## src/common/scfg_pkg.sv

```systemverilog
// shared constants and types for the config register four/five serial link
package scfg_pkg;
  // =====================================================
  // clocking and timing
  localparam int CLK_MHZ = 125;
  localparam int WAKE_PULSE_NS = 100;
  localparam int WAKE_PULSE_CYC = (WAKE_PULSE_NS * CLK_MHZ + 999) / 1000;
  localparam int EXIT_NS = 1000;
  localparam int EXIT_CYC = (EXIT_NS * CLK_MHZ + 999) / 1000;
  localparam int HWRST_NS = 100;
  localparam int HWRST_CYC = (HWRST_NS * CLK_MHZ + 999) / 1000;
  localparam int SCK_HALF = 4;
  localparam int SCK_MHZ = CLK_MHZ / (2 * SCK_HALF);
  localparam int ZERO_LAT_MAX_MHZ = 50;
  localparam int TIMER_W = 10;
  // =====================================================
  // opcodes
  localparam logic [7:0] OP_WRITE_ANY = 8'h71;
  localparam logic [7:0] OP_READ_ANY = 8'h65;
  localparam logic [7:0] OP_READ_CONFIG_FIVE = 8'h5E;
  localparam logic [7:0] OP_READ_CONFIG_FOUR = 8'h45;
  localparam logic [7:0] OP_READ_STATUS_ONE = 8'h05;
  localparam logic [7:0] OP_READ_STATUS_TWO = 8'h07;
  localparam logic [7:0] OP_READ_CONFIG_ONE = 8'h35;
  localparam logic [7:0] OP_READ_CONFIG_TWO = 8'h3F;
  localparam logic [7:0] OP_SOFT_RESET = 8'h99;
  // =====================================================
  // register addresses for write-any and read-any
  localparam logic [23:0] ADDR_CFG4_NV = 24'h000005;
  localparam logic [23:0] ADDR_CFG4_V = 24'h070005;
  localparam logic [23:0] ADDR_CFG5_NV = 24'h000006;
  localparam logic [23:0] ADDR_CFG5_V = 24'h070006;
  // =====================================================
  // field layout and factory values
  localparam int DRV_MSB = 7;
  localparam int DRV_LSB = 5;
  localparam int PDR_BIT = 2;
  localparam int LAT_MSB = 7;
  localparam int LAT_LSB = 6;
  localparam logic [2:0] DRV_FACTORY_CODE = 3'h0;
  localparam logic [2:0] DRV_FACTORY_EQUIV = 3'h4;
  localparam logic [7:0] CFG4_FACTORY = 8'h08;
  localparam logic [7:0] CFG4_WMASK = 8'hEC;
  localparam logic [7:0] CFG5_FACTORY = 8'h00;
  localparam logic [7:0] CFG5_WMASK = 8'hC0;
  // =====================================================
  // host command kinds
  typedef enum logic [2:0] {
    K_OPCODE_ONLY,
    K_WRITE_ANY,
    K_READ_ANY,
    K_READ_REG,
    K_WAKE,
    K_HW_RESET
  } scfg_kind_t;
endpackage

```

## src/common/scfg_link_if.sv

```systemverilog
// serial link between host controller and config register device
`timescale 1ns/1ps
interface scfg_link_if;
  logic sck;
  logic cs_n;
  logic si;
  logic so;
  logic so_oe_n;
  logic reset_n;
  modport dev (
    input sck,
    input cs_n,
    input si,
    input reset_n,
    output so,
    output so_oe_n
  );
  modport host (
    output sck,
    output cs_n,
    output si,
    output reset_n,
    input so,
    input so_oe_n
  );
endinterface

```

## src/hdl/scfg_device.sv

```systemverilog
// device end: config registers four and five behind a single-lane serial link
`timescale 1ns/1ps
module scfg_device (
  input wire logic CLOCK,
  input wire logic SYS_RST,
  scfg_link_if.dev LINK,
  output logic [2:0] DRIVE_CODE,
  output logic POWERED_DOWN,
  output logic [1:0] LATENCY
);
  typedef enum {D_IDLE, D_OPC, D_ADDR, D_WDATA, D_DUMMY, D_RDATA, D_SKIP, D_DPD, D_EXIT} scfg_dstate_t;

  scfg_dstate_t state, next_state;
  logic [7:0] op, next_op, sh, next_sh, tx, next_tx;
  logic [23:0] addr, next_addr;
  logic [5:0] bitcnt, next_bitcnt;
  logic [scfg_pkg::TIMER_W-1:0] tcnt, next_tcnt;
  logic [7:0] cfg4_nv, next_cfg4_nv, cfg4_v, next_cfg4_v;
  logic [7:0] cfg5_nv, next_cfg5_nv, cfg5_v, next_cfg5_v;
  logic boot, next_boot, so, next_so, so_oe_n, next_so_oe_n;
  logic sck_m, sck_s, sck_q, cs_m, cs_s, si_m, si_s, rst_m, rst_s, rst_q;
  logic rise, fall, sel, pin_release;
  logic [1:0] lat;

  // =====================================================
  // command decode helpers
  function automatic logic lat_read(input logic [7:0] o);
    lat_read = (o == scfg_pkg::OP_READ_STATUS_ONE) || (o == scfg_pkg::OP_READ_STATUS_TWO) ||
               (o == scfg_pkg::OP_READ_CONFIG_ONE) || (o == scfg_pkg::OP_READ_CONFIG_TWO) ||
               (o == scfg_pkg::OP_READ_CONFIG_FOUR) || (o == scfg_pkg::OP_READ_CONFIG_FIVE) ||
               (o == scfg_pkg::OP_READ_ANY);
  endfunction

  function automatic logic [7:0] any_reg(input logic [23:0] a, input logic [7:0] c4n, input logic [7:0] c4v,
                                          input logic [7:0] c5n, input logic [7:0] c5v);
    case (a)
      scfg_pkg::ADDR_CFG4_NV: any_reg = c4n;
      scfg_pkg::ADDR_CFG4_V: any_reg = c4v;
      scfg_pkg::ADDR_CFG5_NV: any_reg = c5n;
      scfg_pkg::ADDR_CFG5_V: any_reg = c5v;
      default: any_reg = 8'h00;
    endcase
  endfunction

  // =====================================================
  // pin synchronisers and edge finders
  always_ff @(posedge CLOCK) begin
    sck_m <= LINK.sck;
    sck_s <= sck_m;
    cs_m <= LINK.cs_n;
    cs_s <= cs_m;
    si_m <= LINK.si;
    si_s <= si_m;
    rst_m <= LINK.reset_n;
    rst_s <= rst_m;
  end

  always_ff @(posedge CLOCK) begin
    if (SYS_RST) begin
      sck_q <= 1'b0;
      rst_q <= 1'b1;
    end else begin
      sck_q <= sck_s;
      rst_q <= rst_s;
    end
  end

  assign sel = !cs_s;
  assign rise = sel && sck_s && !sck_q;
  assign fall = sel && !sck_s && sck_q;
  assign pin_release = rst_s && !rst_q;
  // one dummy count for every lane mode; only single lane is wired here
  assign lat = cfg5_v[scfg_pkg::LAT_MSB:scfg_pkg::LAT_LSB];

  // =====================================================
  // command engine and register copies
  always_comb begin
    next_state = state;
    next_op = op;
    next_sh = sh;
    next_tx = tx;
    next_addr = addr;
    next_bitcnt = bitcnt;
    next_tcnt = tcnt;
    next_cfg4_nv = cfg4_nv;
    next_cfg4_v = cfg4_v;
    next_cfg5_nv = cfg5_nv;
    next_cfg5_v = cfg5_v;
    next_boot = pin_release;
    next_so = so;
    next_so_oe_n = 1'b1;
    if (!rst_s) begin
      // pin reset held: commands ignored, copies reloaded at release
      next_state = D_IDLE;
      next_boot = 1'b0;
    end else if (boot) begin
      next_cfg4_v = cfg4_nv;
      next_cfg5_v = cfg5_nv;
      if (cfg4_nv[scfg_pkg::PDR_BIT] && !sel) begin
        next_state = D_DPD;
      end else begin
        next_state = sel ? D_SKIP : D_IDLE;
      end
    end else begin
      case (state)
        D_IDLE: begin
          next_bitcnt = 6'h0;
          if (sel) begin
            next_state = D_OPC;
          end
        end
        D_OPC: begin
          if (rise) begin
            next_sh = {sh[6:0], si_s};
            next_bitcnt = bitcnt + 6'h1;
            if (bitcnt == 6'd7) begin
              next_op = {sh[6:0], si_s};
              next_bitcnt = 6'h0;
              next_tx = ({sh[6:0], si_s} == scfg_pkg::OP_READ_CONFIG_FOUR) ? cfg4_v :
                        ({sh[6:0], si_s} == scfg_pkg::OP_READ_CONFIG_FIVE) ? cfg5_v : 8'h00;
              if ({sh[6:0], si_s} == scfg_pkg::OP_WRITE_ANY || {sh[6:0], si_s} == scfg_pkg::OP_READ_ANY) begin
                next_state = D_ADDR;
              end else if ({sh[6:0], si_s} == scfg_pkg::OP_SOFT_RESET) begin
                // software reset ignores the power-down bit
                next_cfg4_v = cfg4_nv;
                next_cfg5_v = cfg5_nv;
                next_state = D_SKIP;
              end else if (lat_read({sh[6:0], si_s})) begin
                next_state = (lat == 2'h0) ? D_RDATA : D_DUMMY;
              end else begin
                next_state = D_SKIP;
              end
            end
          end
        end
        D_ADDR: begin
          if (rise) begin
            next_addr = {addr[22:0], si_s};
            next_bitcnt = bitcnt + 6'h1;
            if (bitcnt == 6'd23) begin
              next_bitcnt = 6'h0;
              if (op == scfg_pkg::OP_WRITE_ANY) begin
                next_state = D_WDATA;
              end else begin
                next_tx = any_reg({addr[22:0], si_s}, cfg4_nv, cfg4_v, cfg5_nv, cfg5_v);
                next_state = (lat == 2'h0) ? D_RDATA : D_DUMMY;
              end
            end
          end
        end
        D_WDATA: begin
          if (rise) begin
            next_sh = {sh[6:0], si_s};
            next_bitcnt = bitcnt + 6'h1;
            if (bitcnt == 6'd7) begin
              next_state = D_SKIP;
              // bit three is stored as written; the host keeps it set
              case (addr)
                scfg_pkg::ADDR_CFG4_NV: next_cfg4_nv = {sh[6:0], si_s} & scfg_pkg::CFG4_WMASK;
                scfg_pkg::ADDR_CFG4_V: next_cfg4_v = {sh[6:0], si_s} & scfg_pkg::CFG4_WMASK;
                scfg_pkg::ADDR_CFG5_NV: next_cfg5_nv = {sh[6:0], si_s} & scfg_pkg::CFG5_WMASK;
                scfg_pkg::ADDR_CFG5_V: next_cfg5_v = {sh[6:0], si_s} & scfg_pkg::CFG5_WMASK;
                default: next_state = D_SKIP;
              endcase
            end
          end
        end
        D_DUMMY: begin
          if (rise) begin
            next_bitcnt = bitcnt + 6'h1;
            if (bitcnt == 6'({4'h0, lat} - 6'h1)) begin
              next_bitcnt = 6'h0;
              next_state = D_RDATA;
            end
          end
        end
        D_RDATA: begin
          next_so_oe_n = 1'b0;
          if (fall) begin
            // the byte repeats while the clock keeps running
            next_so = tx[7];
            next_tx = {tx[6:0], tx[7]};
          end
        end
        D_SKIP: begin
          next_so_oe_n = so_oe_n;
        end
        D_DPD: begin
          // commands ignored; only chip select width counts
          next_tcnt = sel ? tcnt + 1'b1 : '0;
          if (tcnt == scfg_pkg::TIMER_W'(scfg_pkg::WAKE_PULSE_CYC)) begin
            next_tcnt = '0;
            next_state = D_EXIT;
          end
        end
        D_EXIT: begin
          next_tcnt = tcnt + 1'b1;
          if (tcnt == scfg_pkg::TIMER_W'(scfg_pkg::EXIT_CYC - 1)) begin
            next_tcnt = '0;
            next_state = sel ? D_SKIP : D_IDLE;
          end
        end
        default: next_state = D_IDLE;
      endcase
      if (!sel && state != D_DPD && state != D_EXIT) begin
        next_state = D_IDLE;
        next_so_oe_n = 1'b1;
      end
    end
  end

  always_ff @(posedge CLOCK) begin
    if (SYS_RST) begin
      state <= D_IDLE;
      op <= 8'h00;
      sh <= 8'h00;
      tx <= 8'h00;
      addr <= 24'h000000;
      bitcnt <= 6'h0;
      tcnt <= '0;
      cfg4_nv <= scfg_pkg::CFG4_FACTORY;
      cfg4_v <= scfg_pkg::CFG4_FACTORY;
      cfg5_nv <= scfg_pkg::CFG5_FACTORY;
      cfg5_v <= scfg_pkg::CFG5_FACTORY;
      boot <= 1'b1;
      so <= 1'b0;
      so_oe_n <= 1'b1;
    end else begin
      state <= next_state;
      op <= next_op;
      sh <= next_sh;
      tx <= next_tx;
      addr <= next_addr;
      bitcnt <= next_bitcnt;
      tcnt <= next_tcnt;
      cfg4_nv <= next_cfg4_nv;
      cfg4_v <= next_cfg4_v;
      cfg5_nv <= next_cfg5_nv;
      cfg5_v <= next_cfg5_v;
      boot <= next_boot;
      so <= next_so;
      so_oe_n <= next_so_oe_n;
    end
  end

  // =====================================================
  // user-side status, one cycle behind the volatile copies and the engine state
  always_ff @(posedge CLOCK) begin
    if (SYS_RST) begin
      DRIVE_CODE <= scfg_pkg::DRV_FACTORY_EQUIV;
      POWERED_DOWN <= 1'b0;
      LATENCY <= 2'h0;
    end else begin
      if (cfg4_v[scfg_pkg::DRV_MSB:scfg_pkg::DRV_LSB] == scfg_pkg::DRV_FACTORY_CODE) begin
        DRIVE_CODE <= scfg_pkg::DRV_FACTORY_EQUIV;
      end else begin
        DRIVE_CODE <= cfg4_v[scfg_pkg::DRV_MSB:scfg_pkg::DRV_LSB];
      end
      POWERED_DOWN <= (state == D_DPD) || (state == D_EXIT);
      LATENCY <= lat;
    end
  end

  assign LINK.so = so;
  assign LINK.so_oe_n = so_oe_n;
endmodule

```

## src/flat_wrapper.sv

```systemverilog
// flat-port wrapper written by rule: the top's interface ports become plain ports
module scfg_device_flat 
  (CLOCK, SYS_RST, DRIVE_CODE, POWERED_DOWN, LATENCY, LINK_sck, LINK_cs_n, LINK_si, LINK_reset_n, LINK_so, LINK_so_oe_n);
  scfg_link_if LINK_i ();
  input wire logic CLOCK;
  input wire logic SYS_RST;
  output logic [2:0] DRIVE_CODE;
  output logic POWERED_DOWN;
  output logic [1:0] LATENCY;
  input wire logic [$bits(LINK_i.sck)-1:0] LINK_sck;
  input wire logic [$bits(LINK_i.cs_n)-1:0] LINK_cs_n;
  input wire logic [$bits(LINK_i.si)-1:0] LINK_si;
  input wire logic [$bits(LINK_i.reset_n)-1:0] LINK_reset_n;
  output wire logic [$bits(LINK_i.so)-1:0] LINK_so;
  output wire logic [$bits(LINK_i.so_oe_n)-1:0] LINK_so_oe_n;
  assign LINK_i.sck = LINK_sck;
  assign LINK_i.cs_n = LINK_cs_n;
  assign LINK_i.si = LINK_si;
  assign LINK_i.reset_n = LINK_reset_n;
  assign LINK_so = LINK_i.so;
  assign LINK_so_oe_n = LINK_i.so_oe_n;
  scfg_device u_core (.CLOCK(CLOCK), .SYS_RST(SYS_RST), .LINK(LINK_i), .DRIVE_CODE(DRIVE_CODE), .POWERED_DOWN(POWERED_DOWN), .LATENCY(LATENCY));
endmodule
```

## config.mk

```make
export PLATFORM = sky130hd
export DESIGN_NAME = scfg_device_flat
export DESIGN_NICKNAME = d
export VERILOG_FILES = /design/src/common/scfg_pkg.sv /design/src/common/scfg_link_if.sv /design/src/hdl/scfg_device.sv /design/src/flat_wrapper.sv
export SDC_FILE = /design/constraint.sdc
export NUM_CORES = 1
export LEC_CHECK = 0
export BUFFER_PORTS_ARGS = -buffer_cell sky130_fd_sc_hd__buf_4
export CORE_MARGIN = 3
export CORE_UTILIZATION = 50
export CTS_BUF_LIST = sky130_fd_sc_hd__clkbuf_8 sky130_fd_sc_hd__clkbuf_16
export DETAILED_ROUTE_END_ITERATION = 7
export PLACE_DENSITY = 0.66
export SYNTH_ARGS = -nofsm -noshare
export SYNTH_HDL_FRONTEND = slang
export SYNTH_SLANG_ARGS = --single-unit
```

## constraint.sdc

```tcl
create_clock -name CLOCK -period 2.4 [get_ports CLOCK]
set_input_delay 0.48 -clock CLOCK [delete_from_list [all_inputs] [get_ports CLOCK]]
set_output_delay 0.48 -clock CLOCK [all_outputs]
set_load 0.01 [all_outputs]
```

Yosys cells after proc, flatten, opt, wreduce, memory -nomap -nowiden
Index checks and enable logic that the tools add are counted.
- flip-flop bits (word level): 137
- latch bits: 0
- memory bits (writable): 0
- ROM bits: 0
- output and inout bits: 8
- memories: 0
- add/subtract/negate cells: 3
- multipliers: 0
- div/mod/pow operators: 0
- order comparisons: 0
- equality and inequality tests: 63
- shift operators: 0
- muxes and demuxes: 63
- bitwise logic cells: 2
- reductions and logical operators: 44
- operators with widths (operator ; count):
    32-bit 2-to-1 mux ; 18
    32-bit one-hot mux with 8 select lines ; 1
    8-bit 2-to-1 mux ; 24
    32-bit by 3-bit equality test with 1-bit output (second input constant) ; 4
    24-bit by 19-bit equality test with 1-bit output (second input constant) ; 4
    24-bit by 3-bit equality test with 1-bit output (second input constant) ; 4
    32-bit by 2-bit equality test with 1-bit output (second input constant) ; 2
    32-bit by 4-bit equality test with 1-bit output (second input constant) ; 2
    6-bit 2-to-1 mux ; 7
    8-bit by 7-bit equality test with 1-bit output (second input constant) ; 5
    4-bit by 1-bit inequality test with 1-bit output (second input constant) ; 10
    32-bit by 1-bit equality test with 1-bit output (second input constant) ; 1
    32-bit by 5-bit equality test with 1-bit output (second input constant) ; 1
    32-bit zero test ; 1
    32-bit by 4-bit inequality test with 1-bit output (second input constant) ; 1
    32-bit by 5-bit inequality test with 1-bit output (second input constant) ; 1
    8-bit one-hot mux with 2 select lines ; 2
    8-bit one-hot mux with 4 select lines ; 1
    10-bit 2-to-1 mux ; 3
    6-bit one-hot mux with 5 select lines ; 1
    9-bit AND reduction ; 3
    8-bit one-hot mux with 3 select lines ; 1
    3-bit by 1-bit inequality test with 1-bit output (second input constant) ; 7
    10-bit one-hot mux with 2 select lines ; 1
    other kinds (35) ; 70

Depth between registers and ports, before layout
Gate-level depths: netlist (run 1).
- word-level depth: 15
- gate-level depth with buffers: 8

Worst setup path before layout (run 1)
No wires, ideal clock.
- path type: flip-flop to flip-flop
- start: register u_core.cfg5_v[6]
- end: register u_core.state[0]
- setup time: 0.095 ns
- data arrival time: 2.063 ns
- path slack: 0.241 ns
- cell stages (with the launch flop): 9
- path through: dfxtp_1 -> inv_1 -> ha_1 -> nand2_1 -> a2bb2o_1 -> a2111oi_2 -> o21ai_0 -> a31o_2 -> a221oi_1
- word-level cells in the longest chain between the ends: 10
- elaborated cells on any way between the ends: 17
- RTL lines (what ; RTL line ; text):
    start, declared ; scfg_device.sv:19 ; logic [7:0] cfg5_nv, next_cfg5_nv, cfg5_v, next_cfg5_v;
    start signal, assigned ; scfg_device.sv:224 ; cfg5_v <= scfg_pkg::CFG5_FACTORY;
    start signal, assigned ; scfg_device.sv:239 ; cfg5_v <= next_cfg5_v;
    2-bit zero test ; scfg_device.sv:129, scfg_device.sv:146 ;
    1-bit 2-to-1 mux ; scfg_device.sv:129, scfg_device.sv:146 ;
    32-bit 2-to-1 mux ; scfg_device.sv:128 ; end else if (lat_read({sh[6:0], si_s})) begin
    32-bit 2-to-1 mux ; scfg_device.sv:123 ; end else if ({sh[6:0], si_s} == scfg_pkg::OP_SOFT_RESET) begin
    32-bit 2-to-1 mux ; scfg_device.sv:121 ; if ({sh[6:0], si_s} == scfg_pkg::OP_WRITE_ANY || {sh[6:0], si_s} == scfg_pkg::OP_READ_ANY) begin
    32-bit 2-to-1 mux ; scfg_device.sv:116 ; if (bitcnt == 6'd7) begin
    32-bit 2-to-1 mux ; scfg_device.sv:113 ; if (rise) begin
    32-bit one-hot mux with 8 select lines ; scfg_device.sv:105 ; case (state)
    32-bit 2-to-1 mux ; scfg_device.sv:205 ; if (!sel && state != D_DPD && state != D_EXIT) begin
    32-bit 2-to-1 mux ; scfg_device.sv:96 ; end else if (boot) begin
    end signal, assigned ; scfg_device.sv:229 ; state <= next_state;
    end, declared ; scfg_device.sv:13 ; scfg_dstate_t state, next_state;
Several ways; a longest one is shown, not always the timed one. The select of a mux whose other input is x is not followed.
A chain may end at the register's enable or synchronous reset.

Worst setup path after layout (run 1)
- start: register u_core.addr[19]
- end: register u_core.cfg4_v[2]
- word-level cells in the longest chain between the ends: 3
- RTL lines (what ; RTL line ; text):
    start, declared ; scfg_device.sv:15 ; logic [23:0] addr, next_addr;
    start signal, assigned ; scfg_device.sv:233 ; addr <= next_addr;
    24-bit by 19-bit equality test with 1-bit output ; scfg_device.sv:158 ; case (addr)
    3-bit by 2-bit inequality test with 1-bit output (no source line) ; -- ;
    9-bit AND reduction (no source line) ; -- ;
    end signal, assigned ; scfg_device.sv:222 ; cfg4_v <= scfg_pkg::CFG4_FACTORY;
    end signal, assigned ; scfg_device.sv:237 ; cfg4_v <= next_cfg4_v;
    end, declared ; scfg_device.sv:18 ; logic [7:0] cfg4_nv, next_cfg4_nv, cfg4_v, next_cfg4_v;
No other way between the ends.

==> results.json, run 1 <==
{
  "slew_viol_final": 0,
  "fin_crit_ns": 2.23,
  "yosysWarnings": 0,
  "worst_pin_slew_ns": 0.596,
  "routed-via-count": 4202,
  "antenna_left": 0,
  "place_area_um2": 5150,
  "grt-ovfl-total": 0,
  "setup_violations": 0,
  "fin_setup_tns_ns": 0,
  "synth_cell_types": 70,
  "dpl.hpwl_mm": 8.02,
  "coreArea_um2": 9280,
  "p_leak_uw": 0.00187,
  "first_pass_iters": 5,
  "async_reset_ff_share_pct": 0,
  "yosysTopAreaCell": "dfxtp_1",
  "die_w_um": 104,
  "drc": 0,
  "r2r-end": "u_core.cfg4_v[2]",
  "synthFlopType": "dfxtp_1",
  "arrival_ns": 2.52,
  "initial_core_util_pct": 51.7,
  "drv_cap": 0,
  "wl_per_cell_um": 15.1,
  "worstSetupPathType": "reg2reg",
  "clk-insertion-delay-late_ns": 0.37,
  "port_buffers": 13,
  "dieHeight_um": 104,
  "rows": 35,
  "vias_per_cell": 5.71,
  "avgSynthCellArea_um2": 8.22,
  "report.final.hold_viol_count": 0,
  "routed_wirelength_mm": 11.1,
  "cts_tree": "done",
  "timing.final.crit_share_pct": 93.1,
  "cts_buffer_depth": 2,
  "synth_edf_count": 0,
  "nets": 614,
  "final_cell_area_um2": 5400,
  "antenna_cells": 0,
  "io_pins": 14,
  "grt_pass1_wl_mm": 18.9,
  "synth-seq-cells": 100,
  "status": "finished, final reports clean",
  "track_usage_pct": 21.0,
  "crit_path_end_kind": "register",
  "final_cells": 736,
  "cts_max_level": 3,
  "syn-num-nets": 596,
  "rsz0062_at_grt": "false",
  "syn_area_um2": 4800,
  "grt_pass1_vias": 3940,
  "fmax_ghz": 0.448,
  "cts-root-buf": "clkbuf_8",
  "finClkSkew_ns": 0.0163,
  "grt_max_degree": 58,
  "hold_depth": 1,
  "reg2reg_slack_ns": 0.17,
  "crit_path_max_fanout": 8,
  "worstHoldStart": "LINK_reset_n",
  "die_area_um2": 10800,
  "first_iter_violations": 299,
  "drive_above_1_share_pct": 13.5,
  "cts.sinks": 100,
  "area.growth.synth_to_final_pct": 12.4,
  "hold_class": "in2reg",
  "cts_buffers": 9,
  "hold_end": "u_core.rst_m",
  "gp_congestion": 0.938,
  "yosysMostFrequentCell": "dfxtp_1",
  "slew_headroom_pct": 59.9,
  "p_total_uw": 3050,
  "clkTransAtPathRegs_ns": 0.09,
  "ys_top_cells_by_area": "dfxtp_1 42%, nand2_1 7.4%, a21oi_1 5.1%, nor2_1 4.3%, mux2i_1 3.1%",
  "irDropWorstVdd_uv": 421,
  "antenna_found_initial": 0,
  "reg2regPathDepth": 6,
  "timing.rr.start": "u_core.addr[19]",
  "ys_seq_area_share_pct": 41.7,
  "power.density_nw_per_um2": 565,
  "cp.required_ns": 2.69,
  "placed_cells": 719,
  "synth_commonest_cells": "100 x dfxtp_1, 95 x nand2_1, 55 x nor2_1, 49 x a21oi_1, 33 x clkbuf_1",
  "crit_path_start_kind": "register",
  "worst_slack_ns": 0.166,
  "place_ws_ns": 0.157,
  "synth_top_area_share_pct": 41.7,
  "syn_inst": 584
}
where the power goes:
part           internal [µW]  switching (µW)
Combinational           61.3            99.5
Sequential              1670            17.6
Clock                    616             578
repair_timing:
action	CTS	global route
hold buffers	0	0
resized for setup	0	3
setup buffers	0	1
setup endpoints to repair	0	6
sequential cells by signal, indices dropped and copies added (netlist names), 2 cells and up:
name,cells
u_core.tx,8
u_core.DRIVE_CODE,3
u_core.op,8
u_core.cfg4_nv,5
u_core.state,4
u_core.LATENCY,2
u_core.addr,24
u_core.tcnt,10
u_core.sh,7
u_core.cfg5_nv,2
u_core.cfg4_v,5
u_core.cfg5_v,2
u_core.bitcnt,6
how the worst max path moves through the flow:
stage	slack, ns	startpoint	endpoint	depth (start not counted)
2_1_floorplan	0.24	u_core.cfg5_v[6]	u_core.state[0]	8
3_3_place_gp	0.23	u_core.cfg5_v[7]	u_core.state[1]	8
3_5_place_dp	0.16	u_core.cfg5_v[7]	u_core.state[1]	8
4_1_cts	0.12	u_core.cfg5_v[7]	u_core.state[1]	8
5_1_grt	0.008	u_core.bitcnt[0]	u_core.state[1]	7
6_report	0.17	u_core.addr[19]	u_core.cfg4_v[2]	6
logic make-up (layout without fill, tap and decap cells):
| family | Yosys count | after routing | share of synthesized area (%) |
|---|---|---|---|
| fa+ha+maj | 6 | 6 | 1.56 |
| simple gates | 263 | 263 | 28.0 |
| compound gates | 132 | 132 | 17.9 |
| mux | 18 | 18 | 3.83 |
| flops | 100 | 100 | 41.7 |
| xor+xnor | 16 | 16 | 2.92 |
| buf+inv | 49 | 72 | 4.09 |
critical path, stage by stage (launching register included):
cell and delay [ns]:
dfxtp_1 0.33, or4_4 0.55, or3_4 0.39, o41ai_2 0.28, a22o_2 0.31, nor2_1 0.08, a311oi_2 0.22
per-stage QoR:
stage | utilization (%) | hold WS (ns)
CTS | 57.9 | 0.192
global route | 58.1 | 0.187
detailed placement | 55.5 | 0.312
finish | 58.1 | 0.212
global placement | 55.5 | 0.310
floorplan | - | 0.310
placed cells by master, fill, tap and decap left out, drive strengths merged, types with 6 or more instances in the layout:
cell	instances
nand3	19
nor3	11
mux2i	15
xor2	6
and3	7
nor2	55
buf	45
nand2b	12
a22oi	9
a21oi	49
inv	13
o21ai	29
nor4	11
dfxtp	100
clkbuf	10
ha	6
nor2b	6
nand2	95
xnor2	10
and2	6
nand4	12
metal layers:
| layer | vias up | routed length (µm) | GRT usage, % |
|---|---|---|---|
| li1 | 2111 | - | - |
| met1 | 1981 | 5170 | 28.1 |
| met2 | 97 | 5270 | 34.9 |
| met3 | 13 | 547 | 3.85 |
| met4 | 0 | 129 | 5.60 |
| met5 | - | 0 | 0 |
final cells by class:
class,count,area [µm²]
Clock buffer,10,138
Inverter,11,41.3
Tap cell,129,161
Fill cell,865,3890
Timing Repair Buffer,45,338
Clock inverter,6,87.6
Sequential cell,100,2000
Multi-Input combinational cell,435,2630
(Power assumes the default switching activity.)
==> inputs of run 2 (changes only) <==
--- a/config.mk
+++ b/config.mk
@@ -8,7 +8,9 @@
 export BUFFER_PORTS_ARGS = -buffer_cell sky130_fd_sc_hd__buf_4
+export CELL_PAD_IN_SITES_DETAIL_PLACEMENT = 0
+export CELL_PAD_IN_SITES_GLOBAL_PLACEMENT = 1
 export CORE_MARGIN = 3
-export CORE_UTILIZATION = 50
+export CORE_UTILIZATION = 47
 export CTS_BUF_LIST = sky130_fd_sc_hd__clkbuf_8 sky130_fd_sc_hd__clkbuf_16
 export DETAILED_ROUTE_END_ITERATION = 7
-export PLACE_DENSITY = 0.66
+export PLACE_DENSITY_LB_ADDON = 0.1
 export SYNTH_ARGS = -nofsm -noshare
==> constraint.sdc (replaced) <==
create_clock -name CLOCK -period 2.4 [get_ports CLOCK]
set_input_delay 0.12 -clock CLOCK [delete_from_list [all_inputs] [get_ports CLOCK]]
set_output_delay 0.12 -clock CLOCK [all_outputs]
set_load 0.01 [all_outputs]
==> run 2 against run 1 <==
Register-to-register slack is essentially flat; sequential share of layout area shrank 0.24 points; sequential cell count unchanged; critical endpoint unchanged; wire length rose by 3.8%; sequential power is essentially flat; largest cell class unchanged; combinational power rose by 8%.
==> results.json, run 2 (synthesis gave the netlist of run 1 again) <==
{
  "antenna_cells": 0,
  "hold_depth": 2,
  "io_pins": 14,
  "fmax_ghz": 0.447,
  "final_cell_mix": "99 x dfxtp_1, 95 x nand2_1, 55 x nor2_1, 49 x a21oi_1, 49 x buf_4",
  "gp_congestion": 0.846,
  "cts_buffer_depth": 2,
  "first_iter_violations": 208,
  "clkTransAtPathRegs_ns": 0.10,
  "initial_core_util_pct": 48.7,
  "fin_crit_ns": 2.24,
  "grt_pass1_vias": 3860,
  "crit_path_start_kind": "register",
  "reg2regPathDepth": 6,
  "vias_per_cell": 5.59,
  "cts-root-buf": "clkbuf_8",
  "max_stage_delay_ns": 0.55,
  "cp.required_ns": 2.70,
  "p_total_uw": 2860,
  "area.growth.synth_to_final_pct": 13.2,
  "antenna_found_initial": 0,
  "clk-insertion-delay-late_ns": 0.38,
  "track_usage_pct": 20.9,
  "antenna_left": 0,
  "largest_reg_flops": 24,
  "crit_cells": 6,
  "irDropWorstVdd_uv": 428,
  "drv_cap": 0,
  "p_leak_uw": 0.00189,
  "nets": 622,
  "cts_max_level": 3,
  "rsz0062_at_grt": "false",
  "fin_setup_tns_ns": 0,
  "drive_above_1_share_pct": 14.5,
  "arrival_ns": 2.54,
  "cts_buffers": 9,
  "final_common_cell": "dfxtp_1",
  "dieHeight_um": 107,
  "port_buffers": 13,
  "report.final.hold_viol_count": 0,
  "cts_tree": "done",
  "cp_slowest_cell": "or4_4",
  "timing.final.crit_share_pct": 93.2,
  "setup_violations": 0,
  "hold_class": "in2reg",
  "grt_max_degree": 64,
  "rows": 36,
  "path_delay_family": "simple AND/OR/NAND/NOR gates",
  "status": "finished, final reports clean",
  "power.density_nw_per_um2": 526,
  "crit_path_cell_trace": "or4_4 > or3_4 > o41ai_2 > a22o_2 > nor2_1 > a311oi_2",
  "wl_per_cell_um": 15.4,
  "worst_hold_slack_ns": 0.239,
  "top_regs": "u_core.addr x24, u_core.tcnt x10",
  "first_pass_iters": 5,
  "regMostFlops": "u_core.addr",
  "die_w_um": 107,
  "worstSetupPathType": "reg2reg",
  "slew_viol_final": 0,
  "worst_pin_slew_ns": 0.652,
  "slew_headroom_pct": 56.6,
  "grt_pass1_wl_mm": 19.0,
  "cts.sinks": 100,
  "finClkSkew_ns": 0.0107,
  "routed-via-count": 4182,
  "crit_buf_inv": 0,
  "die_area_um2": 11500,
  "coreArea_um2": 9860,
  "drc": 0,
  "dpl.hpwl_mm": 8.26,
  "grt-ovfl-total": 0,
  "crit_path_max_fanout": 8,
  "crit_path_end_kind": "register",
  "cts_setup_buffers": 0,
  "routed_wirelength_mm": 11.5
}
[run 2: changes by cell type in the layout (fill, tap and decap cells not counted), moves of 2 or more]
cell           change
bufinv_16          -2
clkinv_2           +2
dlygate4sd3_1      +4
buf_4              +4
[run 2: area by class of cell]
| type | count | area (µm²) |
|---|---|---|
| Timing Repair Buffer | 53 | 408 |
| Fill cell | 973 | 4430 |
| Sequential cell | 100 | 2000 |
| Inverter | 11 | 41.3 |
| Multi-Input combinational cell | 435 | 2640 |
| Tap cell | 133 | 166 |
| Clock buffer | 10 | 138 |
| Clock inverter | 6 | 38.8 |
[run 2: report_power, final]
part | internal, µW | leakage (µW) | switching [µW]
Combinational | 71.9 | 0.000987 | 103
Sequential | 1670 | 0.000811 | 16.5
Clock | 403 | 0.0000938 | 589
[run 2: worst paths after layout]
check / slack [ns] / start / endpoint
min reg2reg: 0.33 / u_core.rst_m / u_core.rst_s
max: 0.16 / u_core.addr[19] / u_core.cfg4_v[2]
max reg2reg: 0.16 / u_core.addr[19] / u_core.cfg4_v[2]
min: 0.24 / SYS_RST / u_core.sh[4]
[run 2: repair_timing]
item	in CTS	in global routing
endpoints found under the setup margin	0	13
gates resized for setup	0	6
hold buffers	4	0
hold endpoints to repair	4	0
[run 2: worst register-to-register path, delay by kind of cell (launching register included)]
family / cells / cell delay, ns
AOI/OAI and AO/OA: 3 / 0.79
DFF: 1 / 0.34
and+or+nand+nor: 3 / 1.02
[run 2: stage by stage]
stage / setup slack (ns) / instance area, µm² / util, % / cells
6_report: 0.162 / 5440 / 55.1 / 748
2_1_floorplan: 0.241 / 4800 / - / 584
3_5_place_dp: 0.121 / 5190 / 52.6 / 728
5_1_grt: 0.0346 / 5440 / 55.1 / 748
3_3_place_gp: 0.168 / 5190 / 52.6 / 728
4_1_cts: 0.0782 / 5410 / 54.8 / 748
[run 2: layer usage]
layer,GRT usage [%],wire length [µm],up-vias
li1,-,-,2120
met2,33.5,5350,63
met1,27.5,5550,1987
met4,6.30,176,0
met3,5.72,477,12
met5,0,0,-
==> inputs of run 3 (changes only) <==
- PLACE_DENSITY: default -> 0.89
- PLACE_DENSITY_LB_ADDON: 0.1 -> default
==> run 3 against run 2 <==
Combinational power fell by 3%; register-to-register slack got worse by 0.05 ns; clock power fell by 2%; via count rose by 1.6%; critical path type unchanged; critical endpoint is now u_core.state[1].
==> results.json, run 3 (synthesis gave the netlist of run 1 again) <==
{
  "status": "finished, final reports clean",
  "first_pass_iters": 5,
  "p_leak_uw": 0.00187,
  "worst_pin_slew_ns": 0.618,
  "final_common_cell": "dfxtp_1",
  "grt_max_degree": 48,
  "met1_length_mm": 5.20,
  "cp-startpoint": "u_core.cfg5_v[6]",
  "reg2reg_slack_ns": 0.11,
  "drv_cap": 0,
  "cts_max_level": 3,
  "first_iter_violations": 307,
  "cts_setup_buffers": 0,
  "wl_per_cell_um": 15.0,
  "gp_congestion": 0.845,
  "fmax_ghz": 0.437,
  "drive_above_1_share_pct": 13.4,
  "crit_end": "u_core.state[1]",
  "die_w_um": 107,
  "setup_violations": 0,
  "final_cell_mix": "100 x dfxtp_1, 95 x nand2_1, 55 x nor2_1, 49 x a21oi_1, 46 x buf_4",
  "largest_reg_flops": 24,
  "cts_tree": "done",
  "die_area_um2": 11500,
  "drc": 0,
  "report.final.hold_viol_count": 0,
  "cts_buffer_depth": 2,
  "hold_depth": 2,
  "timing.final.crit_share_pct": 95.3,
  "rsz0062_at_grt": "false",
  "arrival_ns": 2.56,
  "highest_layer": "met4",
  "crit_path_start_kind": "register",
  "area.growth.synth_to_final_pct": 12.4,
  "dr_wl_met3_um": 625,
  "track_usage_pct": 20.6,
  "cts-root-buf": "clkbuf_8",
  "p_total_uw": 2830,
  "worstHoldStart": "SYS_RST",
  "slew_viol_final": 0,
  "irDropWorstVdd_uv": 468,
  "cts_buffers": 9,
  "regMostFlops": "u_core.addr",
  "dieHeight_um": 107,
  "grt_pass1_wl_mm": 18.8,
  "antenna_found_initial": 0,
  "reg2regPathDepth": 8,
  "antenna_left": 0,
  "clk-insertion-delay-late_ns": 0.38,
  "rows": 36,
  "crit_path_max_fanout": 4,
  "clkTransAtPathRegs_ns": 0.09,
  "hold_class": "in2reg",
  "route.met2.wl_mm": 5.16,
  "nets": 619,
  "grt_pass1_vias": 3889,
  "slew_headroom_pct": 58.5,
  "dpl.hpwl_mm": 8.04,
  "finClkSkew_ns": 0.0130,
  "r2r-end": "u_core.state[1]",
  "cts.sinks": 100,
  "crit_path_end_kind": "register",
  "antenna_cells": 0,
  "grt-ovfl-total": 0,
  "worstSetupPathType": "reg2reg",
  "vias_per_cell": 5.70,
  "cp.required_ns": 2.67,
  "io_pins": 14,
  "timing.rr.start": "u_core.cfg5_v[6]",
  "port_buffers": 13,
  "fin_crit_ns": 2.29,
  "initial_core_util_pct": 48.7,
  "top_regs": "u_core.addr x24, u_core.tcnt x10",
  "routed_wirelength_mm": 11.2,
  "coreArea_um2": 9860,
  "fin_setup_tns_ns": 0,
  "power.density_nw_per_um2": 525,
  "routed-via-count": 4249
}
## run 3: cell types whose count changed in the layout (fill, tap and decap cells not counted), sizes merged
| cell | change |
|---|---|
| buf | -3 |
| clkbuf | +1 |
| clkinv | -1 |
## run 3: repair_timing
action                                  CTS  global route
gates resized for setup                   0             2
endpoints found under the hold margin     4             0
endpoints found under the setup margin    0             3
hold buffers                              4             0
## run 3: metal layers
layer,global-route usage (%),vias to the layer above
met5,0,-
met4,7.58,0
met1,27.9,1993
met2,32.3,125
met3,4.58,16
li1,-,2115
## run 3: worst min-delay path by stage
stage                          end  slack (ns)
2_1_floorplan          u_core.cs_m        0.15
3_5_place_dp          u_core.rst_m        0.23
6_report       u_core.POWERED_DOWN        0.18
4_1_cts        u_core.POWERED_DOWN        0.17
5_1_grt               u_core.sh[4]        0.20
3_3_place_gp          u_core.sck_m        0.22
## run 3: per-stage QoR
stage                     utilization [%]  hold slack (ns)  instances  instance area, µm²  setup slack [ns]
after global routing                 54.7            0.197        745                5400            0.0241
after detailed placement             52.4            0.226        725                5170             0.129
after CTS                            54.6            0.173        745                5390             0.102
final                                54.7            0.184        745                5400             0.112
after floorplan                         -            0.148        584                4800             0.241
after global placement               52.4            0.225        725                5170             0.177
## run 3: cell type report
| class | instances | area [µm²] |
|---|---|---|
| clock inverters | 5 | 28.8 |
| clock buffers | 11 | 151 |
| fillers | 931 | 4470 |
| multi-input cells | 435 | 2620 |
| repair buffers | 50 | 385 |
| flip-flops and latches | 100 | 2000 |
| inverters | 11 | 41.3 |
| well taps | 133 | 166 |
## run 3: where the power goes
part	internal [µW]	switching (µW)
Combinational	68.0	100
Clock	426	549
Sequential	1670	16.6
Total	2170	666
## run 3: critical path: stages, from the launching register on
cell and delay (ns):
dfxtp_1 0.40, inv_1 0.10, ha_1 0.22, nand2_1 0.06, a2bb2o_1 0.29, a2111oi_2 0.41, o21ai_1 0.17, a31o_2 0.26
a221oi_1 0.28
